==> src/pkg/bmu_pkg.sv <==
// constants and types for the breakpoint match unit
package bmu_pkg;
  // =========================================
  // widths
  localparam int BMU_PADDR_W = 24;
  localparam int BMU_DADDR_W = 16;
  localparam int BMU_DATA_W = 16;
  localparam int BMU_CNT_W = 8;
  localparam int BMU_NUM_BP = 4;
  // =========================================
  // breakpoint types
  typedef enum logic [3:0] {
    BMU_T_EXEC = 4'h0,
    BMU_T_TBL_RD = 4'h1,
    BMU_T_TBL_WR = 4'h2,
    BMU_T_DRD = 4'h3,
    BMU_T_DRD_BYTE = 4'h4,
    BMU_T_DRD_WORD = 4'h5,
    BMU_T_DWR = 4'h6,
    BMU_T_DWR_BYTE = 4'h7,
    BMU_T_DWR_WORD = 4'h8
  } bmu_type_t;
  // =========================================
  // pass count modes
  typedef enum logic [1:0] {
    BMU_PC_ALWAYS = 2'h0,
    BMU_PC_DELAY = 2'h1,
    BMU_PC_OCCUR = 2'h2
  } bmu_pc_mode_t;
  // =========================================
  // reset values
  localparam logic [BMU_CNT_W-1:0] BMU_CNT_RST = 8'h00;
  localparam logic [7:0] BMU_BYTE_MASK = 8'hFF;
endpackage

==> src/core/bmu_top.sv <==
// breakpoint match unit: compare, pass count and halt request
`timescale 1ns/1ps
`default_nettype none
// Function
// - an execution breakpoint halts when the core executes the programmed program address.
// - a table-read breakpoint halts when a table read accesses the programmed program address.
// - a table-write breakpoint halts when a table write targets the programmed program address.
// - a data read breakpoint halts on any read of the programmed data address.
// - a data write breakpoint halts on any write to the programmed data address.
// - byte qualified data breakpoints fire only when the data low byte equals the programmed low byte, word ones only when the whole word equals the value.
// - always-break mode halts on every occurrence of the event.
// - delayed mode lets a programmed 1-255 instructions execute after the event, then halts; a count of 0 lets one execute.
// - occurrence mode halts only once the event has occurred the programmed 1-255 times; a count of 0 halts on the first.
// - a breakpoint with its enable clear never requests a halt, and keeps its settings.
module bmu_top
  import bmu_pkg::*;
#(
  parameter int NUM_BP = bmu_pkg::BMU_NUM_BP
) (
  // clock and reset
  input wire logic ref_clk_i,
  input wire logic srst_i,
  // core instruction activity
  input wire logic instr_exec_i,
  input wire logic [bmu_pkg::BMU_PADDR_W-1:0] instr_addr_i,
  input wire logic table_read_access_i,
  input wire logic table_write_access_i,
  input wire logic [bmu_pkg::BMU_PADDR_W-1:0] table_addr_i,
  // primary data bus
  input wire logic dbus_rd_i,
  input wire logic dbus_wr_i,
  input wire logic [bmu_pkg::BMU_DADDR_W-1:0] dbus_addr_i,
  input wire logic [bmu_pkg::BMU_DATA_W-1:0] dbus_data_i,
  // host configuration, one slot per breakpoint
  input wire logic [NUM_BP-1:0] cfg_wr_i,
  input wire logic [bmu_pkg::BMU_PADDR_W-1:0] cfg_addr_i,
  input wire bmu_pkg::bmu_type_t cfg_type_i,
  input wire bmu_pkg::bmu_pc_mode_t cfg_mode_i,
  input wire logic [bmu_pkg::BMU_CNT_W-1:0] cfg_count_i,
  input wire logic [bmu_pkg::BMU_DATA_W-1:0] cfg_value_i,
  input wire logic cfg_enable_i,
  input wire logic [NUM_BP-1:0] en_set_i,
  input wire logic [NUM_BP-1:0] en_clr_i,
  input wire logic disable_all_i,
  input wire logic halt_ack_i,
  // status and halt
  output logic [NUM_BP-1:0] bp_enabled_o,
  output logic [NUM_BP-1:0] bp_hit_o,
  output logic core_halt_o,
  output logic debug_halt_o
);
  import bmu_pkg::*;

  // =========================================
  // per-breakpoint state
  logic [BMU_PADDR_W-1:0] addr_r [NUM_BP];
  bmu_type_t type_r [NUM_BP];
  bmu_pc_mode_t mode_r [NUM_BP];
  logic [BMU_CNT_W-1:0] count_r [NUM_BP];
  logic [BMU_DATA_W-1:0] value_r [NUM_BP];
  logic [BMU_CNT_W-1:0] pass_r [NUM_BP];
  logic [NUM_BP-1:0] armed_r;
  logic [NUM_BP-1:0] en_r;
  logic [NUM_BP-1:0] hit_r;
  logic [NUM_BP-1:0] fire;
  logic halt_r;
  logic halt_nxt;

  genvar g;
  generate
    for (g = 0; g < NUM_BP; g++) begin : g_bp
      wire [BMU_DADDR_W-1:0] daddr = addr_r[g][BMU_DADDR_W-1:0];
      wire d_addr_hit = (dbus_addr_i == daddr);
      wire byte_eq = (dbus_data_i[7:0] == value_r[g][7:0]);
      wire word_eq = (dbus_data_i == value_r[g]);
      wire hit_exec = instr_exec_i && (instr_addr_i == addr_r[g]);
      wire hit_trd = table_read_access_i && (table_addr_i == addr_r[g]);
      wire hit_twr = table_write_access_i && (table_addr_i == addr_r[g]);
      wire hit_rd = dbus_rd_i && d_addr_hit;
      wire hit_wr = dbus_wr_i && d_addr_hit;
      logic event_w;
      always_comb begin
        unique case (type_r[g])
          BMU_T_EXEC: event_w = hit_exec;
          BMU_T_TBL_RD: event_w = hit_trd;
          BMU_T_TBL_WR: event_w = hit_twr;
          BMU_T_DRD: event_w = hit_rd;
          BMU_T_DRD_BYTE: event_w = hit_rd && byte_eq;
          BMU_T_DRD_WORD: event_w = hit_rd && word_eq;
          BMU_T_DWR: event_w = hit_wr;
          BMU_T_DWR_BYTE: event_w = hit_wr && byte_eq;
          BMU_T_DWR_WORD: event_w = hit_wr && word_eq;
          default: event_w = 1'b0;
        endcase
      end
      // an event counts only while enabled and no halt is pending
      wire ev = event_w && en_r[g] && !halt_r;
      wire pass_zero = (pass_r[g] == BMU_CNT_RST);
      // delayed mode: armed counts executed instructions down
      wire delay_done = armed_r[g] && (pass_zero || (instr_exec_i && pass_r[g] == 8'h01));
      always_comb begin
        unique case (mode_r[g])
          BMU_PC_ALWAYS: fire[g] = ev;
          BMU_PC_DELAY: fire[g] = en_r[g] && !halt_r && delay_done;
          BMU_PC_OCCUR: fire[g] = ev && (pass_zero || pass_r[g] == 8'h01);
          default: fire[g] = 1'b0;
        endcase
      end
      always_ff @(posedge ref_clk_i) begin
        if (srst_i) begin
          addr_r[g] <= '0;
          type_r[g] <= BMU_T_EXEC;
          mode_r[g] <= BMU_PC_ALWAYS;
          count_r[g] <= BMU_CNT_RST;
          value_r[g] <= '0;
          pass_r[g] <= BMU_CNT_RST;
          armed_r[g] <= 1'b0;
        end else if (cfg_wr_i[g]) begin
          addr_r[g] <= cfg_addr_i;
          type_r[g] <= cfg_type_i;
          mode_r[g] <= cfg_mode_i;
          count_r[g] <= cfg_count_i;
          value_r[g] <= cfg_value_i;
          pass_r[g] <= cfg_count_i;
          armed_r[g] <= 1'b0;
        end else if (mode_r[g] == BMU_PC_DELAY) begin
          if (fire[g]) begin
            armed_r[g] <= 1'b0;
            pass_r[g] <= count_r[g];
          end else if (armed_r[g] && instr_exec_i) begin
            pass_r[g] <= pass_r[g] - 8'h01;
          end else if (ev) begin
            armed_r[g] <= 1'b1;
          end
        end else if (mode_r[g] == BMU_PC_OCCUR && ev) begin
          // reload after firing so the next run counts afresh
          pass_r[g] <= fire[g] ? count_r[g] : pass_r[g] - 8'h01;
        end
      end
    end
  endgenerate

  // =========================================
  // enables: disable-all keeps every other setting
  always_ff @(posedge ref_clk_i) begin
    if (srst_i) begin
      en_r <= '0;
    end else if (disable_all_i) begin
      en_r <= '0;
    end else begin
      en_r <= (en_r & ~en_clr_i) | en_set_i | (cfg_wr_i & {NUM_BP{cfg_enable_i}});
    end
  end

  // =========================================
  // halt request held until the debug side acknowledges
  assign halt_nxt = (|fire) || (halt_r && !halt_ack_i);

  always_ff @(posedge ref_clk_i) begin
    if (srst_i) begin
      halt_r <= 1'b0;
      hit_r <= '0;
    end else begin
      halt_r <= halt_nxt;
      // new hit wins over the acknowledge clear
      hit_r <= fire | (halt_ack_i ? '0 : hit_r);
    end
  end

  assign core_halt_o = halt_r;
  assign debug_halt_o = halt_r;
  assign bp_hit_o = hit_r;
  assign bp_enabled_o = en_r;
endmodule
`default_nettype wire

==> config.mk <==
export PLATFORM = sky130hd
export DESIGN_NAME = bmu_top
export DESIGN_NICKNAME = d
export VERILOG_FILES = /design/src/pkg/bmu_pkg.sv /design/src/core/bmu_top.sv
export SDC_FILE = /design/constraint.sdc
export NUM_CORES = 1
export LEC_CHECK = 0
export BUFFER_PORTS_ARGS = -buffer_cell sky130_fd_sc_hd__buf_2
export CORE_ASPECT_RATIO = 1.75
export CORE_MARGIN = 2
export CORE_UTILIZATION = 50
export DETAILED_ROUTE_END_ITERATION = 10
export PLACE_DENSITY = 0.8
export SLEW_MARGIN = 15
export SYNTH_ARGS = -nofsm -noshare
export SYNTH_HDL_FRONTEND = slang
export SYNTH_SLANG_ARGS = --single-unit
==> constraint.sdc <==
create_clock -name ref_clk_i -period 3.2 [get_ports ref_clk_i]
set_clock_uncertainty 0.2 [all_clocks]
set_input_delay 0.48 -clock ref_clk_i [delete_from_list [all_inputs] [get_ports ref_clk_i]]
set_output_delay 0.48 -clock ref_clk_i [all_outputs]
set_load 0.01 [all_outputs]
=== Word level (Yosys, flattened, before mapping) ===
Memory sizes are Yosys's and may differ from the RTL's.
Index checks and enable logic that the tools add are counted.

* Order comparisons: 0
* Shift operators: 0
* Reduce and logical (&&, ||, !) cells: 110
* Eq/ne operators: 68
* Divide/modulo/power cells: 0
* Multiplexer cells: 139
* Bitwise logic cells: 42
* Add/subtract/negate cells: 4
* $mul: 0

{| class="wikitable"
|+ Operators with widths
! cell !! count
|-
| $eq 24x24->1 || 8
|-
| $mux 8 || 24
|-
| $eq 16x16->1 || 8
|-
| $mux 24 || 4
|-
| $mux 1 || 90
|-
| $logic_and 1x1->1 || 73
|-
| $eq 4x3->1 const B || 16
|-
| $mux 16 || 4
|-
| $or 1x1->1 || 36
|-
| $pmux 1 s9 || 4
|-
| $eq 4x2->1 const B || 8
|-
| $eq 8x1->1 const B || 4
|-
| $eq 8x8->1 || 4
|-
| $logic_not 8->1 || 4
|-
| $sub 8x1->8 const B || 4
|-
| $mux 4 || 5
|-
| $eq 4x1->1 const B || 4
|-
| $eq 4x4->1 const B || 4
|-
| $logic_not 4->1 || 4
|-
| $or 4x4->4 || 3
|-
| $pmux 1 s3 || 4
|-
| $reduce_and 3->1 || 4
|-
| $reduce_or 2->1 || 5
|-
| $logic_or 1x1->1 || 9
|-
| other kinds (10) || 30
|}

* Input bits: 156
* Memories kept: 6
* RAM bits: 248
* Output and inout bits: 10
* Register bits after elaboration: 13
* Latch bits: 0
* Memory bits (read-only): 0

{| class="wikitable"
|+ Memory list
! name !! words !! bits a word !! rd ports !! clocked after Yosys merged registers in !! wr ports !! RTL line !! source
|-
| addr_r || 4 || 24 || 4 || 0 || 4 || bmu_top.sv:56 || <nowiki>logic [BMU_PADDR_W-1:0] addr_r [NUM_BP];</nowiki>
|-
| value_r || 4 || 16 || 4 || 0 || 4 || bmu_top.sv:60 || <nowiki>logic [BMU_DATA_W-1:0] value_r [NUM_BP];</nowiki>
|-
| count_r || 4 || 8 || 4 || 0 || 4 || bmu_top.sv:59 || <nowiki>logic [BMU_CNT_W-1:0] count_r [NUM_BP];</nowiki>
|-
| pass_r || 4 || 8 || 4 || 0 || 4 || bmu_top.sv:61 || <nowiki>logic [BMU_CNT_W-1:0] pass_r [NUM_BP];</nowiki>
|-
| type_r || 4 || 4 || 4 || 0 || 4 || bmu_top.sv:57 || <nowiki>bmu_type_t type_r [NUM_BP];</nowiki>
|-
| mode_r || 4 || 2 || 4 || 0 || 4 || bmu_top.sv:58 || <nowiki>bmu_pc_mode_t mode_r [NUM_BP];</nowiki>
|}

=== Longest topological paths before layout ===
Gate-level depths: netlist (run 1).

* Depth after elaboration: 16
* Depth in mapped cells: 10
* Mapped depth without buffers: 10

=== Least setup slack after synthesis (run 1) ===
Ideal clock, no wire load.

* Kind: input port to flip-flop
* From: input srst_i
* To: memory pass_r[2][0], enable pin
* Arrival: 2927 ps
* Stages: 6
* Path slack: -233 ps
* Buffers on the path: 1
* Cell sequence: clkbuf_1 > nor2_1 > inv_1 > nor2_1 > and4_1 > or4_1

{| class="wikitable"
|+ RTL lines
! what !! RTL line !! source
|-
| from (decl) || bmu_top.sv:22 || <nowiki>input wire logic srst_i,</nowiki>
|-
| to (decl) || bmu_top.sv:61 ||
|}

==> impl_metrics.py, run 1 <==
metrics = {
    "outcome": {
        "status": "finished, violations left",
        "violations": "negative setup slack",
    },
    "worst_setup_path": {
        "crit_type": "flip-flop to flip-flop",
        "r2r_end": "pass_r[2][4]",
        "regToRegSetupSlack_ns": -0.10,
        "r2r_start": "pass_r[2][3]",
        "ff2ff_path_depth": 9,
        "worstPathMaxFanout": 5,
        "end_kind": "flip-flop",
        "start_kind": "flip-flop",
        "worstPathArrival_ns": 3.53,
        "required_ns": 3.43,
    },
    "detailed_routing": {
        "drt-pass1-iter-count": 7,
        "routed_via_density": 5.855,
        "vias": 12550,
        "first_iter_violations": 798,
        "wirelength_um": 53290,
        "ant_nets": 0,
        "wire_per_inst_um": 24.87,
        "drc_errors": 0,
    },
    "layout": {
        "drive_gt1_share_pct": 24.64,
        "nets": 1894,
        "fillers": 2489,
        "area_growth_pct": 23.08,
    },
    "sta": {
        "tightest_slew_ns": 0.8847,
        "fin_ws_ns": -0.1014,
        "fmax_mhz": 302.9,
        "drv_slew": 0,
        "setup_violations": 16,
        "fin_crit_ns": 3.301,
        "rsz0062_at_grt": "yes",
        "finalCritPeriodShare_pct": 103.2,
        "hold_viol": 0,
        "tns_ns": -1.202,
        "max_slew_margin_pct": 41.02,
        "hold_slack_ns": 0.007234,
    },
    "floorplanning": {
        "coreArea_um2": 30740,
        "dieArea_um2": 32750,
        "ios": 166,
        "rows": 85,
        "initial_core_util_pct": 50.86,
        "die_h_um": 237.9,
        "die_w_um": 137.7,
    },
    "grt": {
        "grt_max_degree": 55,
        "grt_usage_pct": 32.72,
        "antenna_found_initial": 4,
        "overflow": 0,
        "grt_pass1_wl_um": 78070,
        "first_global_vias": 13110,
    },
    "yosys": {
        "synth_area_um2": 15630,
        "ys.flop_type": "edfxtp_1",
        "synthArstFlopShare_pct": 0,
        "ys_seq_area_share_pct": 49.30,
        "synth_fp_nets": 1584,
        "synth_edf_count": 248,
        "synth_seq_cells": 261,
        "syn_inst": 1420,
        "synthDistinctLibCells": 65,
        "ys.warnings.count": 0,
        "syn_avg_cell_area_um2": 11.01,
    },
    "cts": {
        "h-tree-depth": 1,
        "cts_buffer_depth": 3,
        "insertion_delay_ns": 0.57,
        "cts_buffers": 25,
        "cts.sinks": 261,
        "cts_root_buf": "clkbuf_16",
        "cts_tree": "done",
        "clkTransAtPathRegs_ns": 0.07,
    },
    "placement": {
        "port_buffers": 165,
        "post-place-ws_ns": -0.6435,
        "dp_hpwl_um": 41620,
        "place.gp.congestion": 1.037,
    },
    "pwr": {
        "power_density_nw_per_um2": 479.7,
        "p_clk_share_pct": 35.5,
        "seqPwrFrac_pct": 46.2,
        "power_leakage_nw": 7.680,
        "switching_share_pct": 28.31,
        "p_comb_share_pct": 18.3,
        "p_int_mw": 6.616,
        "switchingPower_mw": 2.612,
        "ir_drop_uv": 479.4,
    },
    "flow_run": {
        "drv_cap": 0,
    },
    "hold_path": {
        "hp-start": "en_set_i[2]",
        "hold_depth": 3,
        "min_to": "bp_enabled_o[2]",
        "hp-class": "input pin to flip-flop",
    },
}
-- cell usage after synthesis, drive strengths merged (4+ instances only) --
cell	number	area, um^2
edfxtp	248	7447
and2	211	1320
xor2	177	1550
xnor2	168	1471
nor4	68	425.4
nor2	64	240.2
nand4	54	337.8
nand2	49	183.9
clkbuf	45	168.9
inv	38	142.6
nor3	34	181.4
nand3	24	120.1
mux2i	22	220.2
a21oi	19	95.09
o21ai	17	88.83
dfxtp	13	260.3
a221oi	12	105.1
nor2b	12	75.07
a31oi	9	56.30
nand2b	9	56.30
or4	9	75.07
a211oi	8	60.06
ha	8	100.1
o221a	8	90.09
or3	7	43.79
a21o	6	45.04
buf	6	27.52
nor3b	6	45.04
a32oi	5	43.79
and3	5	36.28
nor4b	5	43.79
a221o	4	40.04
nand3b	4	30.03
o21bai	4	30.03
-- metal layers --
metal  wire length (um)  part of all wire (%)  GRT usage [%]  vias up
met2              27340                    51          57.30      565
met3               2838                   5.3          3.335      194
met5                 13                 0.024              0        -
met1              18530                    35          36.04     6053
li1                   -                     -              -     5734
met4               4567                   8.6          24.02        2
-- per-stage QoR --
stage | power (mW) | instances | instance area (um^2) | utilization (%)
6_report | 9.229 | 2143 | 19240 | 62.60
5_1_grt | 9.513 | 2143 | 19240 | 62.60
4_1_cts | 9.216 | 2137 | 19080 | 62.08
3_5_place_dp | 5.959 | 2089 | 18100 | 58.88
3_3_place_gp | 5.924 | 2089 | 18100 | 58.88
2_1_floorplan | 5.109 | 1420 | 15640 | -
-- logic make-up (layout without fill, tap and decap cells) --
family                   after synthesis  after routing  synth area share, %
other                                  0              3                    0
AND/OR/NAND/NOR                      575            575                21.35
AO/OA/AOI/OAI                        119            119                5.731
XOR/XNOR                             345            345                19.33
multiplexers                          23             23                1.481
buffers and inverters                 89            418                2.169
flip-flops                           261            261                49.30
adder cells (fa/ha/maj)                8              8               0.6403
-- timing repair --
action | CTS | global route
cloned | 0 | 0
pin swaps | 10 | 24
hold buffers | 2 | 0
gates resized for setup | 12 | 29
endpoints found under the hold margin | 4 | 0
buffers inserted | 0 | 4
endpoints found under the setup margin | 32 | 40
-- worst max-delay path by stage --
stage / startpoint / endpoint / slack, ns
6_report: pass_r[2][3] / pass_r[2][4] / -0.10
5_1_grt: addr_r[2][15] / pass_r[2][4] / -0.19
4_1_cts: value_r[2][14] / pass_r[2][4] / -0.16
3_5_place_dp: dbus_data_i[11] / pass_r[2][4] / -0.64
3_3_place_gp: dbus_data_i[11] / pass_r[2][6] / -0.59
2_1_floorplan: pass_r[2][2] / pass_r[2][5] / 0.05
-- cell type report --
class | count | area, um^2 | area share [%]
multi-input cells | 1070 | 7818 | 40.63
well taps | 391 | 489.2 | 2.543
inverters | 38 | 150.1 | 0.7804
clock inverters | 19 | 265.3 | 1.379
flip-flops and latches | 261 | 7707 | 40.06
diodes | 3 | 7.507 | 0.03902
clock buffers | 27 | 633.1 | 3.291
repair buffers | 334 | 2170 | 11.28
-- worst max-delay path: stages, from the launching register on --
cell      delay, ns
edfxtp_1       0.41
or4_4          0.56
or3_4          0.41
or4_4          0.44
or2_4          0.28
buf_6          0.12
nor3_4         0.23
buf_6          0.18
mux2_4         0.18
a221o_1        0.16
-- state kept, by name, indices dropped and copies added (netlist names) --
signal,cells
value_r,64
bp_hit_o,4
count_r,32
addr_r,96
type_r,16
mode_r,8
core_halt_o,1
armed_r,4
bp_enabled_o,4
pass_r,32
-- layout by cell type, fill, tap and decap left out, types with 24 or more instances in the layout --
master and count:
edfxtp_1 248, and2_1 211, xor2_1 177, xnor2_1 168, buf_2 165, buf_4 160
nor2_1 62, nor4_1 59, nand4_1 54, nand2_1 48, inv_1 34, nor3_1 32
clkbuf_16 25, nand3_1 24
-- power groups by stage --
stage          Clock, mW  Sequential, mW  Combinational (mW)
2_1_floorplan          0            4.26               0.849
3_3_place_gp           0            4.32                1.61
3_5_place_dp           0            4.33                1.63
4_1_cts             3.31            4.26                1.65
5_1_grt             3.43            4.28                1.80
6_report            3.27            4.26                1.69
Note: power is estimated with default switching activity, not from simulation.
==> run 2: changes to the inputs <==
PLACE_DENSITY = 0.78   (was 0.8)
clock period = 4 ns   (was 3.2 ns; I/O delays follow)
==> impl_metrics.py, run 2 (synthesis gave the netlist of run 1 again) <==
metrics = {
    "outcome": {
        "status": "complete, no violations",
    },
    "detailed_routing": {
        "wire_per_inst_um": 25.37,
        "drc_errors": 0,
        "drt-pass1-iter-count": 6,
        "routed_via_density": 6.010,
        "ant_nets": 0,
        "first_iter_violations": 959,
        "wirelength_um": 50680,
        "vias": 12010,
    },
    "cts": {
        "cts_tree": "done",
        "hold_buffers": 0,
        "cts_buffer_depth": 3,
        "cts_root_buf": "clkbuf_16",
        "clkTransAtPathRegs_ns": 0.07,
        "h-tree-depth": 1,
        "cts.sinks": 261,
        "insertion_delay_ns": 0.56,
        "post-cts-setup-buffers": 0,
        "cts_buffers": 24,
        "cts_resized": 0,
    },
    "grt": {
        "overflow": 0,
        "grt_pass1_wl_um": 75040,
        "antenna_found_initial": 1,
        "first_global_vias": 12340,
        "grt_usage_pct": 31.43,
        "grt_max_degree": 55,
    },
    "sta": {
        "fmax_mhz": 275.8,
        "drv_slew": 0,
        "tns_ns": 0,
        "fin_crit_ns": 3.626,
        "setup_violations": 0,
        "rsz0062_at_grt": "no",
        "finalCritPeriodShare_pct": 90.65,
        "tightest_slew_ns": 0.8729,
        "max_slew_margin_pct": 41.81,
        "hold_viol": 0,
    },
    "floorplanning": {
        "die_h_um": 237.9,
        "initial_core_util_pct": 50.86,
        "die_w_um": 137.7,
        "ios": 166,
        "coreArea_um2": 30740,
        "rows": 85,
        "dieArea_um2": 32750,
    },
    "placement": {
        "dp_hpwl_um": 39190,
        "port_buffers": 165,
        "place.gp.congestion": 1.049,
        "dp_cells": 1950,
    },
    "worst_setup_path": {
        "worstPathArrival_ns": 3.73,
        "end_kind": "flip-flop",
        "r2r_start": "addr_r[2][11]",
        "worstPathMaxFanout": 4,
        "crit_start": "addr_r[2][11]",
        "ff2ff_path_depth": 7,
        "regToRegSetupSlack_ns": 0.37,
        "required_ns": 4.10,
        "crit_type": "flip-flop to flip-flop",
        "start_kind": "flip-flop",
        "r2r_end": "pass_r[2][6]",
    },
    "layout": {
        "final_cell_mix": "edfxtp_1 (248), and2_1 (211), xor2_1 (177)",
        "drive_gt1_share_pct": 15.91,
        "largest_register": "addr_r",
        "largest_reg_flops": 96,
        "utilization_pct": 58.09,
        "fillers": 2585,
        "area_growth_pct": 14.22,
        "nets": 1749,
        "fin_cells": 1998,
        "layout_commonest_cell": "edfxtp_1",
        "reg_top3": "addr_r (96), value_r (64)",
    },
    "flow_run": {
        "drv_cap": 0,
    },
    "pwr": {
        "power_leakage_nw": 6.895,
        "ir_drop_uv": 338.3,
        "power_density_nw_per_um2": 400.2,
    },
    "hold_path": {
        "hp-start": "disable_all_i",
        "min_to": "bp_enabled_o[0]",
        "hp-class": "input pin to flip-flop",
        "hold_depth": 2,
    },
}
run 2: cell type report:
| cell class | count | area, um^2 | area share (%) |
|---|---|---|---|
| Clock inverter | 17 | 252.7 | 1.415 |
| Inverter | 38 | 142.6 | 0.7988 |
| Antenna cell | 4 | 10.01 | 0.05606 |
| Timing Repair Buffer | 190 | 1026 | 5.746 |
| Tap cell | 391 | 489.2 | 2.740 |
| Sequential cell | 261 | 7707 | 43.16 |
| Clock buffer | 27 | 611.8 | 3.427 |
| Multi-Input combinational cell | 1070 | 7616 | 42.65 |
run 2: worst max-delay path: stages, from the launching register on:
cell	delay, ns
edfxtp_1	0.52
xor2_1	0.23
nor4_1	0.55
nand4_1	0.18
or4_1	0.55
a41oi_1	0.36
mux2_2	0.42
a221o_1	0.36
run 2: per-stage QoR:
stage | hold slack (ns) | setup WS, ns | power (mW) | cell area (um^2)
floorplan | 0.2318 | 0.4465 | 4.087 | 15630
global placement | 0.2446 | 0.2514 | 4.599 | 16980
detailed placement | 0.2573 | 0.1947 | 4.616 | 16980
CTS | 0.06250 | 0.4243 | 7.147 | 17850
global route | 0.07591 | 0.3005 | 7.360 | 17850
finish | 0.07409 | 0.3740 | 7.145 | 17860
run 2: power by group:
part           leakage, nW  internal, mW  switching, mW  total [mW]
clock                0.415          1.50           1.06        2.56
combinational         3.70         0.450          0.682        1.13
sequential            2.78          3.22          0.232        3.46
total                 6.89          5.17           1.97        7.15
run 2: how the worst max path moves through the flow:
stage / endpoint / slack, ns / cells after the start
2_1_floorplan: pass_r[2][0] / 0.45 / 6
3_3_place_gp: pass_r[2][2] / 0.25 / 9
3_5_place_dp: pass_r[2][2] / 0.19 / 9
4_1_cts: pass_r[2][2] / 0.42 / 7
5_1_grt: pass_r[2][6] / 0.30 / 7
6_report: pass_r[2][6] / 0.37 / 7
run 2: layer usage:
| layer | up-vias | wire [um] | GRT usage, % |
|---|---|---|---|
| met5 | - | 0 | 0 |
| met4 | 0 | 4341 | 22.15 |
| met3 | 207 | 3387 | 4.419 |
| met2 | 578 | 25350 | 54.64 |
| met1 | 5782 | 17600 | 34.61 |
| li1 | 5440 | - | - |
==> run 3: changes to the inputs <==
CORE_UTILIZATION = 57   (was 50)
PLACE_DENSITY = 0.86   (was 0.78)
==> impl_metrics.py, run 3 (synthesis gave the netlist of run 1 again) <==
metrics = {
    "layout": {
        "nets": 1753,
        "reg_top3": "addr_r (96), value_r (64)",
        "largest_reg_flops": 96,
        "area_growth_pct": 13.21,
        "fillers": 2178,
        "final_cell_mix": "edfxtp_1 (248), and2_1 (211), xor2_1 (177)",
        "largest_register": "addr_r",
        "final_area_um2": 17700,
        "layout_commonest_cell": "edfxtp_1",
        "drive_gt1_share_pct": 15.72,
    },
    "worst_setup_path": {
        "path_delay_family": "simple AND/OR/NAND/NOR gates",
        "cp_cell_sequence": "xor2_1, nor4_1, nand4_1, or4_1, a41oi_1, mux2_2, a221o_1",
        "crit_slowest_cell": "edfxtp_1",
        "start_kind": "flip-flop",
        "critPathMaxStageDelay_ns": 0.61,
        "crit_type": "flip-flop to flip-flop",
        "end_kind": "flip-flop",
        "worstPathMaxFanout": 4,
        "path_buf_inv": 0,
        "worstPathArrival_ns": 3.60,
        "required_ns": 4.09,
    },
    "pwr": {
        "switchingPower_mw": 1.923,
        "power_density_nw_per_um2": 380.6,
        "p_int_mw": 4.813,
        "ir_drop_uv": 366.4,
        "power_leakage_nw": 6.838,
        "p_comb_share_pct": 16.8,
        "switching_share_pct": 28.55,
        "seqPwrFrac_pct": 51.5,
        "p_clk_share_pct": 31.7,
    },
    "floorplanning": {
        "die_w_um": 129.2,
        "die_h_um": 223.1,
        "rows": 80,
        "ios": 166,
        "initial_core_util_pct": 57.63,
        "dieArea_um2": 28820,
        "coreArea_um2": 27130,
    },
    "detailed_routing": {
        "routed_via_density": 6.136,
        "wire_per_inst_um": 25.96,
        "wirelength_um": 51260,
        "first_iter_violations": 1055,
        "drt-pass1-iter-count": 5,
        "drc_errors": 0,
        "vias": 12120,
        "ant_nets": 0,
    },
    "grt": {
        "grt_usage_pct": 35.26,
        "grt_pass1_wl_um": 74000,
        "overflow": 0,
        "antenna_found_initial": 4,
        "first_global_vias": 12230,
        "grt_max_degree": 55,
    },
    "sta": {
        "setup_violations": 0,
        "max_slew_margin_pct": 40.86,
        "tightest_slew_ns": 0.8853,
        "rsz0062_at_grt": "no",
        "finalCritPeriodShare_pct": 87.58,
        "fin_crit_ns": 3.503,
        "hold_viol": 0,
        "tns_ns": 0,
        "drv_slew": 0,
        "fmax_mhz": 285.5,
    },
    "placement": {
        "place_area_um2": 16990,
        "place.gp.congestion": 1.094,
        "port_buffers": 165,
        "dp_hpwl_um": 39400,
    },
    "cts": {
        "cts_buffers": 25,
        "cts_resized": 0,
        "cts.sinks": 261,
        "cts_tree": "done",
        "clkTransAtPathRegs_ns": 0.06,
        "post-cts-setup-buffers": 0,
        "cts_root_buf": "clkbuf_16",
        "insertion_delay_ns": 0.55,
        "hold_buffers": 0,
        "h-tree-depth": 1,
        "cts_buffer_depth": 3,
    },
    "flow_run": {
        "drv_cap": 0,
    },
    "outcome": {
        "status": "complete, no violations",
    },
    "hold_path": {
        "hp-class": "input pin to flip-flop",
    },
}
## run 3: cell types whose count changed in the layout (fill, tap and decap cells not counted)
cell | previous run | this run
bufinv_16 | 6 | 0
buf_4 | 24 | 26
clkinv_1 | 4 | 6
buf_12 | 1 | 2
clkbuf_1 | 3 | 4
clkbuf_16 | 24 | 25
clkinv_8 | 1 | 0
diode_2 | 4 | 3
inv_6 | 0 | 1
inv_8 | 1 | 0
## run 3: path summary, 6_finish.rpt
| check | startpoint | end | slack, ns | depth (start not counted) |
|---|---|---|---|---|
| worst max-delay path | addr_r[2][2] | pass_r[2][6] | 0.50 | 7 |
| worst min-delay path | disable_all_i | bp_enabled_o[3] | 0.09 | 2 |
| worst max register to register | addr_r[2][2] | pass_r[2][6] | 0.50 | 7 |
| worst min register to register | bp_hit_o[2] | bp_hit_o[2] | 0.27 | 2 |
## run 3: layer usage
metal | vias up | global-route usage (%) | wire (um)
met4 | 2 | 24.47 | 4142
met5 | - | 0 | 13
met2 | 640 | 60.98 | 25670
met3 | 175 | 4.676 | 3295
li1 | 5442 | - | -
met1 | 5860 | 39.50 | 18140
## run 3: layout make-up
type / count / area [um^2] / share of cell area (%)
flip-flops and latches: 261 / 7707 / 43.55
multi-input cells: 1070 / 7616 / 43.03
repair buffers: 193 / 1061 / 5.995
clock buffers: 29 / 640.6 / 3.620
well taps: 369 / 461.7 / 2.609
inverters: 38 / 142.6 / 0.8059
clock inverters: 12 / 61.31 / 0.3464
diodes: 3 / 7.507 / 0.04242
## run 3: through the flow
stage               instances  setup slack (ns)  hold WS (ns)  utilization, %  power (mW)
floorplan                1420            0.4465        0.2318               -       4.087
global placement         1931            0.2494        0.2439           62.63       4.601
detailed placement       1931            0.2577        0.2551           62.63       4.617
CTS                      1972            0.5617       0.06577           65.22       6.737
global route             1975            0.3763       0.07740           65.24       6.927
finish                   1975            0.4969       0.08719           65.24       6.736
## run 3: worst reg2reg max path, delay by kind of cell (launching register included)
kind | cells | cell delay [ns]
AND/OR/NAND/NOR | 3 | 1.03
multiplexers | 1 | 0.42
AO/OA/AOI/OAI | 2 | 0.71
XOR/XNOR | 1 | 0.28
flip-flops | 1 | 0.61
## run 3: power groups by stage
stage,registers [mW],logic (mW),clock network [mW]
after global routing,3.48,1.20,2.24
after floorplan,3.41,0.678,0
after CTS,3.46,1.11,2.17
after global placement,3.51,1.09,0
after detailed placement,3.51,1.10,0
final,3.47,1.13,2.14
